$ cat config.mk
export PLATFORM = sky130hd
export DESIGN_NAME = afr_regs
export DESIGN_NICKNAME = d
export VERILOG_FILES = /design/src/verilog/afr_regs.v /design/src/verilog/afr_sync.v
export VERILOG_INCLUDE_DIRS = /design/src /design/src/shared
export SDC_FILE = /design/constraint.sdc
export NUM_CORES = 1
export LEC_CHECK = 0
export ABC_AREA = 1
export BUFFER_PORTS_ARGS = -buffer_cell sky130_fd_sc_hd__buf_2
export CAP_MARGIN = 20
export CORE_UTILIZATION = 55
export DETAILED_ROUTE_END_ITERATION = 10
export GPL_ROUTABILITY_DRIVEN = 0
export GPL_TIMING_DRIVEN = 0
export PLACE_DENSITY = 0.8
export SETUP_SLACK_MARGIN = 0.05
export SYNTH_ARGS = -nofsm -noshare
export SYNTH_HDL_FRONTEND = slang
export SYNTH_SLANG_ARGS = --single-unit
$ cat constraint.sdc
create_clock -name mclk -period 6.5 [get_ports mclk]
set_clock_uncertainty 0.05 [all_clocks]
set_input_delay 0.325 -clock mclk [delete_from_list [all_inputs] [get_ports mclk]]
set_output_delay 0.325 -clock mclk [all_outputs]
set_load 0.02 [all_outputs]
$ cat src/shared/afr_consts.vh
// afr_consts.vh: offsets, field positions, reset values and timing for the
// amplifier fault and ramp spread register slice.
// assumes: included by the register slice design file by its bare name; the synchroniser does not include it.
`ifndef AFR_CONSTS_VH
`define AFR_CONSTS_VH

// register offsets on the control port
`define AFR_OFF_RAMP_DIV     8'h6D
`define AFR_OFF_TRI_STEP     8'h6E
`define AFR_OFF_TRI_SHAPE    8'h6F
`define AFR_OFF_PER_CHANNEL_FAULT_FLAGS   8'h70
`define AFR_OFF_GLOB_FAULT_A 8'h71
`define AFR_OFF_GLOB_FAULT_B 8'h72
`define AFR_OFF_THERM_WARN   8'h73
`define AFR_OFF_FAULT_MASK   8'h74

// reset values
`define AFR_RST_RAMP_DIV     8'h50
`define AFR_RST_TRI_STEP     8'h11
`define AFR_RST_TRI_SHAPE    8'h24
`define AFR_RST_FAULT_MASK   8'h00
`define AFR_RST_ZERO         8'h00

// reset values of the field outputs toward the ramp generator
`define AFR_RST_FALL_STEP    4'h1
`define AFR_RST_RISE_STEP    4'h1
`define AFR_RST_AMP_SEL      2'h1
`define AFR_RST_PLIM         5'h04

// step register fields
`define AFR_FALL_MSB         7
`define AFR_FALL_LSB         4
`define AFR_RISE_MSB         3
`define AFR_RISE_LSB         0

// shape register fields
`define AFR_AMP_MSB          6
`define AFR_AMP_LSB          5
`define AFR_PLIM_MSB         4
`define AFR_PLIM_LSB         0

// channel fault bits
`define AFR_BIT_LEFT_DC      3
`define AFR_BIT_RIGHT_DC     2
`define AFR_BIT_LEFT_OC      1
`define AFR_BIT_RIGHT_OC     0

// global fault a bits
`define AFR_BIT_OTP_CRC      7
`define AFR_BIT_COEF_WR      6
`define AFR_BIT_CLK_FAULT    2
`define AFR_BIT_PS_OVER      1
`define AFR_BIT_PS_UNDER     0

// global fault b and warning bits
`define AFR_BIT_THERM_SD     0
`define AFR_BIT_THERM_WARN   2

// mask register bits
`define AFR_MSK_THERM_SD     7
`define AFR_MSK_CORE_UNDER   6
`define AFR_MSK_CORE_OVER    5
`define AFR_MSK_CLK          4
`define AFR_MSK_PS_UNDER     3
`define AFR_MSK_PS_OVER      2
`define AFR_MSK_DC           1
`define AFR_MSK_OC           0

// ramp reference in hertz and the mclk rate in hertz
`define AFR_REF_HZ           61440000
`define AFR_CLK_HZ           100000000

`endif

$ cat src/verilog/afr_regs.v
// afr_regs.v: fault report and ramp spread register slice of the amplifier.
// assumes: the control port decoder gives a one cycle write or read strobe
// with an 8-bit offset; detector levels are asynchronous to mclk.
//
// Contract
// - ramp frequency is reference over divisor, reset 50
// - step bits 7-4 set fall step, reset 1
// - step bits 3-0 set rise step, reset 1
// - shape bits 6-5 select amplitude, reset 01
// - shape bits 4-0 set period limit, reset 4
// - channel faults: left dc bit3, right bit2
// - channel overcurrent: left bit1, right bit0
// - global a bit7 flags memory integrity failure
// - global a bit6 flags failed coefficient write
// - global a: clock bit2, over bit1, under bit0
// - global b bit0 flags thermal shutdown
// - warning bit2 flags die above 135 C
// - mask register layout, resets to zero
// - mask hides report, detection keeps running
// - manual fields act only in manual mode; only ramp_tick is gated, the field outputs follow their registers in any mode
`include "afr_consts.vh"
`default_nettype none

module afr_regs
(
   // clock and reset
   input  wire       mclk,
   input  wire       sys_rst,
   // control port
   input  wire       reg_wr,
   input  wire       reg_rd,
   input  wire [7:0] reg_addr,
   input  wire [7:0] reg_wdata,
   output reg  [7:0] reg_rdata,
   output reg        reg_rvalid,
   // ramp controller mode from its own control bit
   input  wire       ramp_manual_mode,
   // detector levels, asynchronous
   input  wire       left_dc_fault,
   input  wire       right_dc_fault,
   input  wire       left_overcurrent_fault,
   input  wire       right_overcurrent_fault,
   input  wire       otp_crc_fail,
   input  wire       coef_write_error,
   input  wire       clock_fault,
   input  wire       power_supply_over_flag,
   input  wire       power_supply_under_flag,
   input  wire       thermal_shutdown_flag,
   input  wire       thermal_warning,
   input  wire       core_supply_under,
   input  wire       core_supply_over,
   // manual ramp settings toward the ramp generator
   output reg  [7:0] ramp_divisor,
   output reg  [3:0] tri_fall_step,
   output reg  [3:0] tri_rise_step,
   output reg  [1:0] ramp_amplitude_sel,
   output reg  [4:0] tri_period_limit,
   output reg        ramp_tick,
   // fault report summary after masking
   output reg        fault_report,
   output reg        fault_report_n
);

   // ************************************************************
   // input synchronisation
   // ************************************************************

   wire [12:0] det_raw;
   wire [12:0] det;

   assign det_raw = {core_supply_over, core_supply_under, thermal_warning,
                     thermal_shutdown_flag, power_supply_under_flag,
                     power_supply_over_flag, clock_fault, coef_write_error,
                     otp_crc_fail, right_overcurrent_fault,
                     left_overcurrent_fault, right_dc_fault, left_dc_fault};

   afr_sync #(.W(13)) u_sync
   (
      .mclk     (mclk),
      .sys_rst  (sys_rst),
      .async_in (det_raw),
      .sync_out (det)
   );

   // ************************************************************
   // writable registers
   // ************************************************************

   reg [7:0] step_reg;
   reg [7:0] shape_reg;
   reg [7:0] fault_mask;

   // only the writable offsets accept data; the status offsets ignore it
   always @(posedge mclk)
   begin
      if (sys_rst)
      begin
         ramp_divisor <= `AFR_RST_RAMP_DIV;
         step_reg     <= `AFR_RST_TRI_STEP;
         shape_reg    <= `AFR_RST_TRI_SHAPE;
         fault_mask   <= `AFR_RST_FAULT_MASK;
      end
      else if (reg_wr)
      begin
         case (reg_addr)
            `AFR_OFF_RAMP_DIV:
               ramp_divisor <= reg_wdata;
            `AFR_OFF_TRI_STEP:
               step_reg <= reg_wdata;
            `AFR_OFF_TRI_SHAPE:
               shape_reg <= reg_wdata;
            `AFR_OFF_FAULT_MASK:
               fault_mask <= reg_wdata;
            default:
               fault_mask <= fault_mask;
         endcase
      end
   end

   // ************************************************************
   // field outputs to the ramp generator
   // ************************************************************

   // field splits of the step and shape registers
   always @(posedge mclk)
   begin
      if (sys_rst)
      begin
         tri_fall_step      <= `AFR_RST_FALL_STEP;
         tri_rise_step      <= `AFR_RST_RISE_STEP;
         ramp_amplitude_sel <= `AFR_RST_AMP_SEL;
         tri_period_limit   <= `AFR_RST_PLIM;
      end
      else
      begin
         tri_fall_step      <= step_reg[`AFR_FALL_MSB:`AFR_FALL_LSB];
         tri_rise_step      <= step_reg[`AFR_RISE_MSB:`AFR_RISE_LSB];
         ramp_amplitude_sel <= shape_reg[`AFR_AMP_MSB:`AFR_AMP_LSB];
         tri_period_limit   <= shape_reg[`AFR_PLIM_MSB:`AFR_PLIM_LSB];
      end
   end

   // ************************************************************
   // manual ramp tick: reference over divisor
   // ************************************************************

   // phase accumulator steps by the reference rate each mclk and wraps at
   // divisor * clock rate, giving on average ref / divisor ticks per second
   localparam [39:0] REF_STEP = 40'd`AFR_REF_HZ;
   localparam [39:0] CLK_RATE = 40'd`AFR_CLK_HZ;

   reg  [39:0] ramp_acc;
   wire [39:0] ramp_lim;
   wire [39:0] acc_sum;

   assign ramp_lim = {32'h0, ramp_divisor} * CLK_RATE;
   assign acc_sum  = ramp_acc + REF_STEP;

   // only runs in manual mode; a zero divisor halts the tick
   always @(posedge mclk)
   begin
      if (sys_rst)
      begin
         ramp_acc  <= 40'h0;
         ramp_tick <= 1'b0;
      end
      else if (!ramp_manual_mode || ramp_divisor == 8'h00)
      begin
         ramp_acc  <= 40'h0;
         ramp_tick <= 1'b0;
      end
      else if (acc_sum >= ramp_lim)
      begin
         ramp_acc  <= acc_sum - ramp_lim;
         ramp_tick <= 1'b1;
      end
      else
      begin
         ramp_acc  <= acc_sum;
         ramp_tick <= 1'b0;
      end
   end

   // ************************************************************
   // status registers
   // ************************************************************

   wire [7:0] per_channel_fault_flags;
   wire [7:0] glob_fault_a;
   wire [7:0] glob_fault_b;
   wire [7:0] therm_warn;

   // channel faults, reserved bits zero
   assign per_channel_fault_flags = {4'h0, det[0], det[1], det[2], det[3]};

   // global fault a: memory, coefficient, clock, supply
   assign glob_fault_a = {det[4],
                          det[5],
                          3'h0, det[6], det[7], det[8]};

   // thermal shutdown alone in global b
   assign glob_fault_b = {7'h00, det[9]};

   // warning alone at bit 2
   assign therm_warn = {5'h00, det[10], 2'h0};

   // ************************************************************
   // read port
   // ************************************************************

   reg [7:0] next_rdata;

   // reserved bits read as their zero reset; unmapped offsets read zero
   always @*
   begin
      next_rdata = `AFR_RST_ZERO;
      case (reg_addr)
         `AFR_OFF_RAMP_DIV:     next_rdata = ramp_divisor;
         `AFR_OFF_TRI_STEP:     next_rdata = step_reg;
         `AFR_OFF_TRI_SHAPE:    next_rdata = shape_reg;
         `AFR_OFF_PER_CHANNEL_FAULT_FLAGS:   next_rdata = per_channel_fault_flags;
         `AFR_OFF_GLOB_FAULT_A: next_rdata = glob_fault_a;
         `AFR_OFF_GLOB_FAULT_B: next_rdata = glob_fault_b;
         `AFR_OFF_THERM_WARN:   next_rdata = therm_warn;
         `AFR_OFF_FAULT_MASK:   next_rdata = fault_mask;
         default:               next_rdata = `AFR_RST_ZERO;
      endcase
   end

   // read data registered, valid one cycle after the strobe
   always @(posedge mclk)
   begin
      if (sys_rst)
      begin
         reg_rdata  <= `AFR_RST_ZERO;
         reg_rvalid <= 1'b0;
      end
      else
      begin
         reg_rvalid <= reg_rd;
         if (reg_rd)
            reg_rdata <= next_rdata;
      end
   end

   // ************************************************************
   // masked fault report
   // ************************************************************

   wire [7:0] fault_vec;
   wire       next_report;

   // vector ordered like the mask register
   assign fault_vec = {det[9],                        // thermal shutdown
                       det[11],                       // core supply under
                       det[12],                       // core supply over
                       det[6],                        // clock
                       det[8],                        // power supply under
                       det[7],                        // power supply over
                       det[0] | det[1],               // dc
                       det[2] | det[3]};              // overcurrent

   // masking touches only the report; status registers keep raw flags
   assign next_report = |(fault_vec & ~fault_mask);

   // report pin levels
   always @(posedge mclk)
   begin
      if (sys_rst)
      begin
         fault_report   <= 1'b0;
         fault_report_n <= 1'b1;
      end
      else
      begin
         fault_report   <= next_report;
         fault_report_n <= ~next_report;
      end
   end

endmodule

`default_nettype wire

$ cat src/verilog/afr_sync.v
// afr_sync.v: two flop synchroniser for a bus of asynchronous levels.
// assumes: one clock, synchronous active high reset.
`default_nettype none

module afr_sync
#(
   parameter W = 8
)
(
   // clock and reset
   input  wire         mclk,
   input  wire         sys_rst,
   // levels
   input  wire [W-1:0] async_in,
   output reg  [W-1:0] sync_out
);

   reg [W-1:0] meta;

   // first stage feeds only the second
   always @(posedge mclk)
   begin
      if (sys_rst)
      begin
         meta     <= {W{1'b0}};
         sync_out <= {W{1'b0}};
      end
      else
      begin
         meta     <= async_in;
         sync_out <= meta;
      end
   end

endmodule

`default_nettype wire
Word level (Yosys, flattened, before mapping)
Cells that the tools add are included.
{"block": "totals", "latch_bits": 0, "memories": 0, "mem_bits_ro": 0, "ff_bits": 125, "output_inout_bits": 35, "in_bits": 34, "ram_bits": 0}
{"block": "classes", "bitwise_logic": 5, "n_addsub": 2, "eq_ne": 8, "order_cmp": 1, "muxes": 3, "n_reduce_logical": 9, "n_mul": 1, "div_mod_pow": 0, "shift": 0}
{"op": "equality test 8 x 7 -> 1 bit (second input constant)", "n": 8}
{"op": "case mux 8 bit (8 select lines)", "n": 1}
{"op": "adder 40 x 26 -> 40 bit (second input constant)", "n": 1}
{"op": "greater-or-equal comparator 40 x 35 -> 1 bit", "n": 1}
{"op": "two-way mux 40 bit", "n": 1}
{"op": "subtractor 40 x 35 -> 40 bit", "n": 1}
{"op": "multiplier 8 x 19 -> 27 bit (second input constant)", "n": 1}
{"op": "AND 8 bit", "n": 1}
{"op": "zero test 8 bit", "n": 1}
{"op": "NOT 8 bit", "n": 1}
{"op": "AND reduction 2 bit", "n": 4}
{"op": "OR reduction 8 bit", "n": 1}
{"op": "bitwise OR 1 bit", "n": 2}
{"op": "OR reduction 2 bit", "n": 1}
{"op": "zero test 1 bit", "n": 1}
{"op": "logical OR 1 bit", "n": 1}
{"op": "two-way mux 1 bit", "n": 1}
{"op": "NOT 1 bit", "n": 1}

Longest topological paths before layout
Gate-level depths: netlist of the first run.
{"block": "logic_depth", "ltp_word": 4, "ltp_mapped": 32, "depth_no_buf": 32}

By module
A second synthesis of the first run with hierarchy kept.
{"block": "unflattened", "hier_cells": 1309, "area_unflattened_um2": 9180.1}
{"mod": "afr_regs", "area_per_inst_um2": 8428.1, "seq_area_each_um2": 1821.7, "instances": 1, "cells_each": 1228}
{"mod": "afr_sync", "area_per_inst_um2": 752.0, "seq_area_each_um2": 520.5, "instances": 1, "cells_each": 81}

Worst setup path after synthesis of the first run
Ideal clock, no wire load.
{"block": "synth_path", "kind": "register to register", "startpoint": "register ramp_divisor[6]", "endpoint": "register ramp_acc[25]", "setup_time_ns": 0.128, "required_time_ns": 6.322, "synth_period_minus_slack_ns": 5.750, "path_slack_ns": 0.750, "path_stages_with_launch": 28, "arrival_time_ns": 5.572, "n_path_buf": 1, "path_cell_list": "dfxtp_1 fa_1 inv_1 fa_1 fa_1 fa_1 inv_1 ha_1 a21oi_1 o21ai_0 a21oi_1 o21ai_0 a21oi_1 o21ai_0 xor2_1 ha_1 nand2_1 nor2_1 nand2_1 nor2_1 nand2_1 nand4_1 nand4_1 nand3_4 buf_2 nand2_1 o21ai_1 nor2_1"}
{"block": "synth_between", "elab_chain_len": 3}
{"element": "from (decl)", "line_no": "afr_regs.v:53", "source": "output reg [7:0] ramp_divisor,"}
{"element": "from (signal assigned)", "line_no": "afr_regs.v:98", "source": "ramp_divisor <= `AFR_RST_RAMP_DIV;"}
{"element": "from (signal assigned)", "line_no": "afr_regs.v:107", "source": "ramp_divisor <= reg_wdata;"}
{"element": "multiplier 8 x 19 -> 27 bit or zero test 8 bit (tied branches)", "line_no": "afr_regs.v:156, afr_regs.v:167"}
{"element": "subtractor 40 x 35 -> 40 bit (tied with other cells)", "line_no": "afr_regs.v:174", "source": "ramp_acc <= acc_sum - ramp_lim;"}
{"element": "two-way mux 40 bit or OR reduction 2 bit (tied branches)"}
{"element": "to (signal assigned)", "line_no": "afr_regs.v:174"}
{"element": "to (signal assigned)", "line_no": "afr_regs.v:179", "source": "ramp_acc <= acc_sum;"}
{"element": "to (decl)", "line_no": "afr_regs.v:152", "source": "reg [39:0] ramp_acc;"}
Parallel ways exist; a longest one is shown, timed or not.
A chain may end at the register's enable or synchronous reset.

Worst setup path in the final report of the first run
{"block": "layout_path", "startpoint": "register ramp_divisor[5]", "endpoint": "register ramp_acc[21]"}
Same word-level chain as after synthesis.

==> metrics.yaml, run 1 <==
floorplanning:
  io_pins: 69
  placeableCoreArea_um2: 15900
  initial_utilization_pct: 56.4
  fp.dieH_um: 130
  fp-row-count: 46
  die_area_um2: 16900
  die_w_um: 130
timing:
  slew_violations: 0
  timing.final.crit_share_pct: 95.3
  slew_headroom_pct: 61.4
  fmax_ghz: 0.161
  rsz0062_at_grt: "false"
  hold_violations: 0
  worst_slew_pin_slew_ns: 0.578
  post-route-min-period_ns: 6.19
  finalSetupViolations: 0
  worst_slack_ns: 0.308
route:
  firstDrtPassIters: 6
  antenna_left: 0
  vias: 8686
  drc: 0
  wl_per_cell_um: 15.2
  drt_first_iter_violations: 1004
  routed_wirelength_um: 24300
  detail_route.vias_per_cell: 5.44
power:
  power.share.clock_pct: 26.9
  net-switching-power_mw: 1.55
  p_per_area_nw_per_um2: 339
  power_leakage_nw: 5.09
  ir_drop_v: 0.000233
  internal_power_mw: 1.93
  share_seq_of_total_power_pct: 25.1
  combinationalPowerShare_pct: 48.0
  switching_share_pct: 44.5
logic_synthesis:
  yosysWarnings: 0
  async_flop_share_pct: 0
  avgSynthCellArea_um2: 7.03
  synth_top_area_cell: "dfxtp_1"
  synth_cell_types: 40
  postSynthCellCount: 1279
  synth_flop_cell: "dfxtp_1"
  synth_edf_count: 0
  synthTopCellsByArea: "dfxtp_1, ha_1, nand2_1, inv_1, fa_1"
  ys_ff_latch: 117
  synth_common_cells: "nand2_1, inv_1, a21oi_1, nor2_1, dfxtp_1"
  post-synth-top-count-cell: "nand2_1"
  synth_top_area_share_pct: 26.1
  yosysSeqAreaShare_pct: 26.1
  syn_area_um2: 8990
  syn-num-nets: 1436
clocking:
  cts_buffers: 17
  postCtsHoldBufs: 0
  cts_root_buf: "clkbuf_16"
  cts.path.max_buffers: 2
  clk_latency_ns: 0.42
  cts_sinks: 117
  htreeDepth: 4
  cts_tree: "yes"
  clk_pin_slew_ns: 0.07
finish:
  multiInputGateArea_um2: 5660
  ff_latch_area_um2: 2350
  top_regs: "ramp_acc x32, u_sync.meta x13, u_sync.sync_out x13"
  antenna_cells: 0
  regMostFlops: "ramp_acc"
  fin_cells: 1596
  drive_gt1_share_pct: 10.2
  area_delta_synth_final_pct: 13.9
  n_fill_cell: 1407
  largest_reg_flops: 32
  fin_nets: 1524
status:
  status: "completed"
global_route:
  grt_max_degree: 17
  track_usage_pct: 30.2
  grt_pass1_wl_um: 39200
  antenna_found_initial: 0
  grt_pass1_vias: 8124
  grt.overflow.total: 0
setup_path:
  crit_path_max_fanout: 10
  path_buf_inv: 3
  cp_slowest_cell: "fa_2"
  worstRegToRegCells: 26
  required_ns: 6.79
  cp-start-kind: "register"
  end_kind: "register"
  slowest_delay_ns: 0.64
  path_delay_family: "adder cells"
  critical_path_class: "register to register"
  worstPathArrival_ns: 6.48
  cp_num_cells: 26
  cp_common_cell: "nand2_1"
hold_path:
  holdPathStages: 3
  worstHoldPathType: "input pin to register"
place:
  place_inst: 1561
  numPortBuffers: 66
  dp_hpwl_um: 18900
  pre_cts_slack_ns: -0.113
job:
  drv_cap: 0
per-stage QoR:
stage               instance area [um^2]  power, mW  TNS, ns  hold WS [ns]  utilization, %
detailed placement                  9590       2.46   -0.921         0.344            60.1
finish                             10200       3.48        0        0.0490            64.2
global placement                    9590       2.44        0         0.341            60.1
floorplan                           8990       2.07        0         0.338               -
CTS                                10200       3.42        0        0.0475            63.9
global route                       10200       3.72        0        0.0497            64.2
power by group through the flow:
stage | logic [mW] | registers [mW] | clock network [mW]
6_report | 1.67 | 0.871 | 0.937
2_1_floorplan | 1.20 | 0.875 | 0
4_1_cts | 1.61 | 0.870 | 0.938
3_5_place_dp | 1.58 | 0.885 | 0
3_3_place_gp | 1.56 | 0.882 | 0
5_1_grt | 1.87 | 0.881 | 0.965
logic make-up after synthesis:
group,share of synthesized area (%)
compound gates,13.4
fa+ha+maj,20.6
flops,26.1
xor+xnor,5.65
buf+inv,11.3
simple gates,22.9
cell type report:
cell class,instances,area share [%]
Clock buffer,17,4.15
Sequential cell,117,22.9
Tap cell,216,2.64
Buffer,23,1.15
Clock inverter,15,1.53
Multi-Input combinational cell,895,55.2
Inverter,244,8.94
Timing Repair Buffer,69,3.45
routing by layer:
layer / part of all wire, % / global-route usage, %
met1: 43 / 40.6
met2: 45 / 47.7
met3: 9.1 / 6.23
met4: 2.9 / 11.5
met5: 0 / 0
repair_timing:
action / 4_1_cts / 5_1_grt
setup endpoints to repair: 33 / 33
pin swaps: 0 / 3
resized for setup: 5 / 15
setup buffers: 0 / 3
worst reg2reg max path: cells and delay by family, from the launching register on:
kind	cells	cell delay (ns)
adders and majority gates	6	2.94
and+or+nand+nor	9	1.15
xor gates and xnor gates	1	0.16
buffers and inverters	3	0.36
AOI/OAI and AO/OA	7	1.04
DFF	1	0.40
placed cells by master (no fill, tap or decap), drive strengths merged, types with 4 or more instances in the layout:
cell | synthesis | layout
o221ai | 5 | 5
ha | 81 | 81
nor2 | 123 | 123
a21oi | 122 | 122
o21ai | 75 | 75
nand2 | 262 | 262
xnor2 | 25 | 25
nand4 | 24 | 24
buf | 6 | 75
nand3 | 60 | 60
clkinv | 1 | 4
o22ai | 4 | 4
or2 | 4 | 4
o21bai | 5 | 5
nor3 | 10 | 10
inv | 243 | 253
dfxtp | 117 | 117
clkbuf | 17 | 34
o2111ai | 4 | 4
fa | 42 | 42
xor2 | 33 | 33
final timing paths:
path / start / endpoint / slack, ns
max reg2reg: ramp_divisor[5] / ramp_acc[21] / 0.31
max: ramp_divisor[5] / ramp_acc[21] / 0.31
min: clock_fault / u_sync.meta[6] / 0.05
min reg2reg: u_sync.meta[2] / u_sync.sync_out[2] / 0.35
(Power assumes the default switching activity.)
==> run 2, diff against run 1 <==
--- a/config.mk
+++ b/config.mk
@@ -13,7 +13,7 @@
 export DETAILED_ROUTE_END_ITERATION = 10
 export GPL_ROUTABILITY_DRIVEN = 0
 export GPL_TIMING_DRIVEN = 0
-export PLACE_DENSITY = 0.8
+export PLACE_DENSITY = 0.83
 export SETUP_SLACK_MARGIN = 0.05
 export SYNTH_ARGS = -nofsm -noshare
 export SYNTH_HDL_FRONTEND = slang
==> constraint.sdc (replaced) <==
create_clock -name mclk -period 5.09 [get_ports mclk]
set_clock_uncertainty 0.05 [all_clocks]
set_input_delay 0.2545 -clock mclk [delete_from_list [all_inputs] [get_ports mclk]]
set_output_delay 0.2545 -clock mclk [all_outputs]
set_load 0.02 [all_outputs]
==> run 2 against run 1 <==
The flow now finishes with violations (design-rule violations, negative setup slack). Count of clock-buffer cells in the layout grew 1. Via count grew 13%. Critical endpoint is now ramp_acc[39]. Largest power group unchanged. Highest routed layer unchanged. Final cell count up 3.5%. Utilization rose by 8.3 points. Sequential cell count unchanged.
==> metrics.yaml, run 2 (synthesized netlist as in run 1, its figures left out) <==
status:
  status: "finished with violations"
  violations: "design-rule violations, negative setup slack"
setup_path:
  required_ns: 5.36
  crit_path_max_fanout: 5
  slowest_delay_ns: 0.64
  cp-start-kind: "register"
  cp_common_cell: "nand2_1"
  path_buf_inv: 4
  critical_path_class: "register to register"
  cp_slowest_cell: "o21ai_0"
  path_cells: "fa_2, inv_2, fa_2, fa_1, fa_1, inv_2, ha_4, a21oi_4, o21ai_4, a21oi_2, buf_4, xor2_1, ha_1, nand2_1, o21ai_0, a21oi_1, nand3_1, nand2_1, nand2_1, nand2_1, nand3_1, nand2_1, inv_1, nor2_1"
  worstPathArrival_ns: 6.29
  end_kind: "register"
  path_delay_family: "adder cells"
place:
  pre_cts_slack_ns: -0.776
  numPortBuffers: 66
  dp_hpwl_um: 19200
finish:
  drive_gt1_share_pct: 21.9
  top_regs: "ramp_acc x32, u_sync.meta x13, u_sync.sync_out x13"
  area_delta_synth_final_pct: 28.7
  n_fill_cell: 1090
  fin_nets: 1581
  largest_reg_flops: 32
  regMostFlops: "ramp_acc"
  final_cell_mix: "inv_1, nand2_1, dfxtp_1, nor2_1, a21oi_1"
route:
  routed_wirelength_um: 31000
  drt_first_iter_violations: 1377
  vias: 9786
  detail_route.vias_per_cell: 5.92
  firstDrtPassIters: 11
  wl_per_cell_um: 18.8
  antenna_left: 0
  drc: 1
power:
  share_seq_of_total_power_pct: 18.8
  p_per_area_nw_per_um2: 516
  ir_drop_v: 0.000534
  switching_share_pct: 44.9
  combinationalPowerShare_pct: 60.8
  power_leakage_nw: 5.52
  net-switching-power_mw: 2.68
  power.share.clock_pct: 20.4
  internal_power_mw: 3.29
timing:
  timing.final.crit_share_pct: 118
  slew_headroom_pct: 49.0
  fmax_ghz: 0.166
  hold_violations: 0
  setup_tns_ns: -25.21
  rsz0062_at_grt: "true"
  worst_slew_pin_slew_ns: 0.758
  slew_violations: 0
  finalSetupViolations: 33
  holdWs_ns: 0.00856
  post-route-min-period_ns: 6.02
  worst_slack_ns: -0.931
clocking:
  clk_pin_slew_ns: 0.06
  cts_sinks: 117
  htreeDepth: 4
  cts_root_buf: "clkbuf_16"
  clk_latency_ns: 0.43
  cts_tree: "yes"
  cts_buffers: 17
  cts.path.max_buffers: 2
floorplanning:
  die_w_um: 130
  io_pins: 69
  fp.dieH_um: 130
  fp-row-count: 46
  initial_utilization_pct: 56.4
  placeableCoreArea_um2: 15900
  die_area_um2: 16900
hold_path:
  worstHoldPathType: "input pin to register"
global_route:
  antenna_found_initial: 1
  grt_max_degree: 17
  grt_pass1_wl_um: 42600
  grt_pass1_vias: 8984
  track_usage_pct: 32.9
  grt.overflow.total: 0
job:
  drv_cap: 0
## run 2: cell count changes in the layout (fill, tap and decap cells not counted), sizes merged, moves of 3 or more
cell         previous run  this run
clkinvlp                1         4
inv                   253       242
clkbuf                 34        38
dlygate4sd3             0        12
buf                    75       117
clkinv                  4         8
## run 2: metal layers
layer	GRT usage, %	vias to the layer above	wire length, um
met5	0	-	0
met4	18.0	0	2370
met3	7.83	264	3320
met2	55.0	727	14200
met1	38.9	4430	11100
li1	-	4365	-
## run 2: stage by stage
| stage | cell area, um^2 | power, mW | cells | utilization (%) |
|---|---|---|---|---|
| 3_5_place_dp | 9760 | 3.21 | 1561 | 61.2 |
| 3_3_place_gp | 9760 | 3.17 | 1561 | 61.2 |
| 2_1_floorplan | 9160 | 2.71 | 1279 | - |
| 5_1_grt | 11600 | 6.20 | 1652 | 72.6 |
| 6_report | 11600 | 5.97 | 1652 | 72.6 |
| 4_1_cts | 10900 | 4.92 | 1629 | 68.5 |
## run 2: cell type report
type	instances	area [um^2]	area share, %
tap	216	270	2.34
timing repair buffer	126	912	7.88
clock buffer	18	450	3.89
clock inverter	12	130	1.12
inverter	244	931	8.05
antenna	1	2.50	0.0216
buffer	23	169	1.46
sequential	117	2370	20.5
multi-input combinational	895	6330	54.8
## run 2: tightest hold or removal path, cell delays in order
cell and delay (ns):
buf_2 0.10, inv_1 0.04, nor2_1 0.04
## run 2: what timing repair did
| item | 4_1_cts | 5_1_grt |
|---|---|---|
| hold buffers | 12 | 0 |
| pin swaps | 21 | 28 |
| resized for setup | 74 | 93 |
| setup buffers | 25 | 20 |
| endpoints found under the hold margin | 12 | 0 |
| endpoints found under the setup margin | 33 | 33 |
| cloned | 1 | 3 |
## run 2: worst paths after layout
kind / startpoint / endpoint / slack [ns] / depth (start not counted)
worst max-delay path: ramp_divisor[6] / ramp_acc[39] / -0.93 / 24
worst min-delay path: left_dc_fault / u_sync.meta[0] / 0.009 / 3
worst max register to register: ramp_divisor[6] / ramp_acc[39] / -0.93 / 24
worst min register to register: u_sync.meta[3] / u_sync.sync_out[3] / 0.35 / 2
## run 2: power by group through the flow
stage / sequential, mW / clock, mW / combinational [mW]
after detailed placement: 1.13 / 0 / 2.08
after floorplan: 1.11 / 0 / 1.60
after global routing: 1.13 / 1.26 / 3.81
after CTS: 1.11 / 1.19 / 2.62
after global placement: 1.12 / 0 / 2.04
final: 1.12 / 1.22 / 3.63
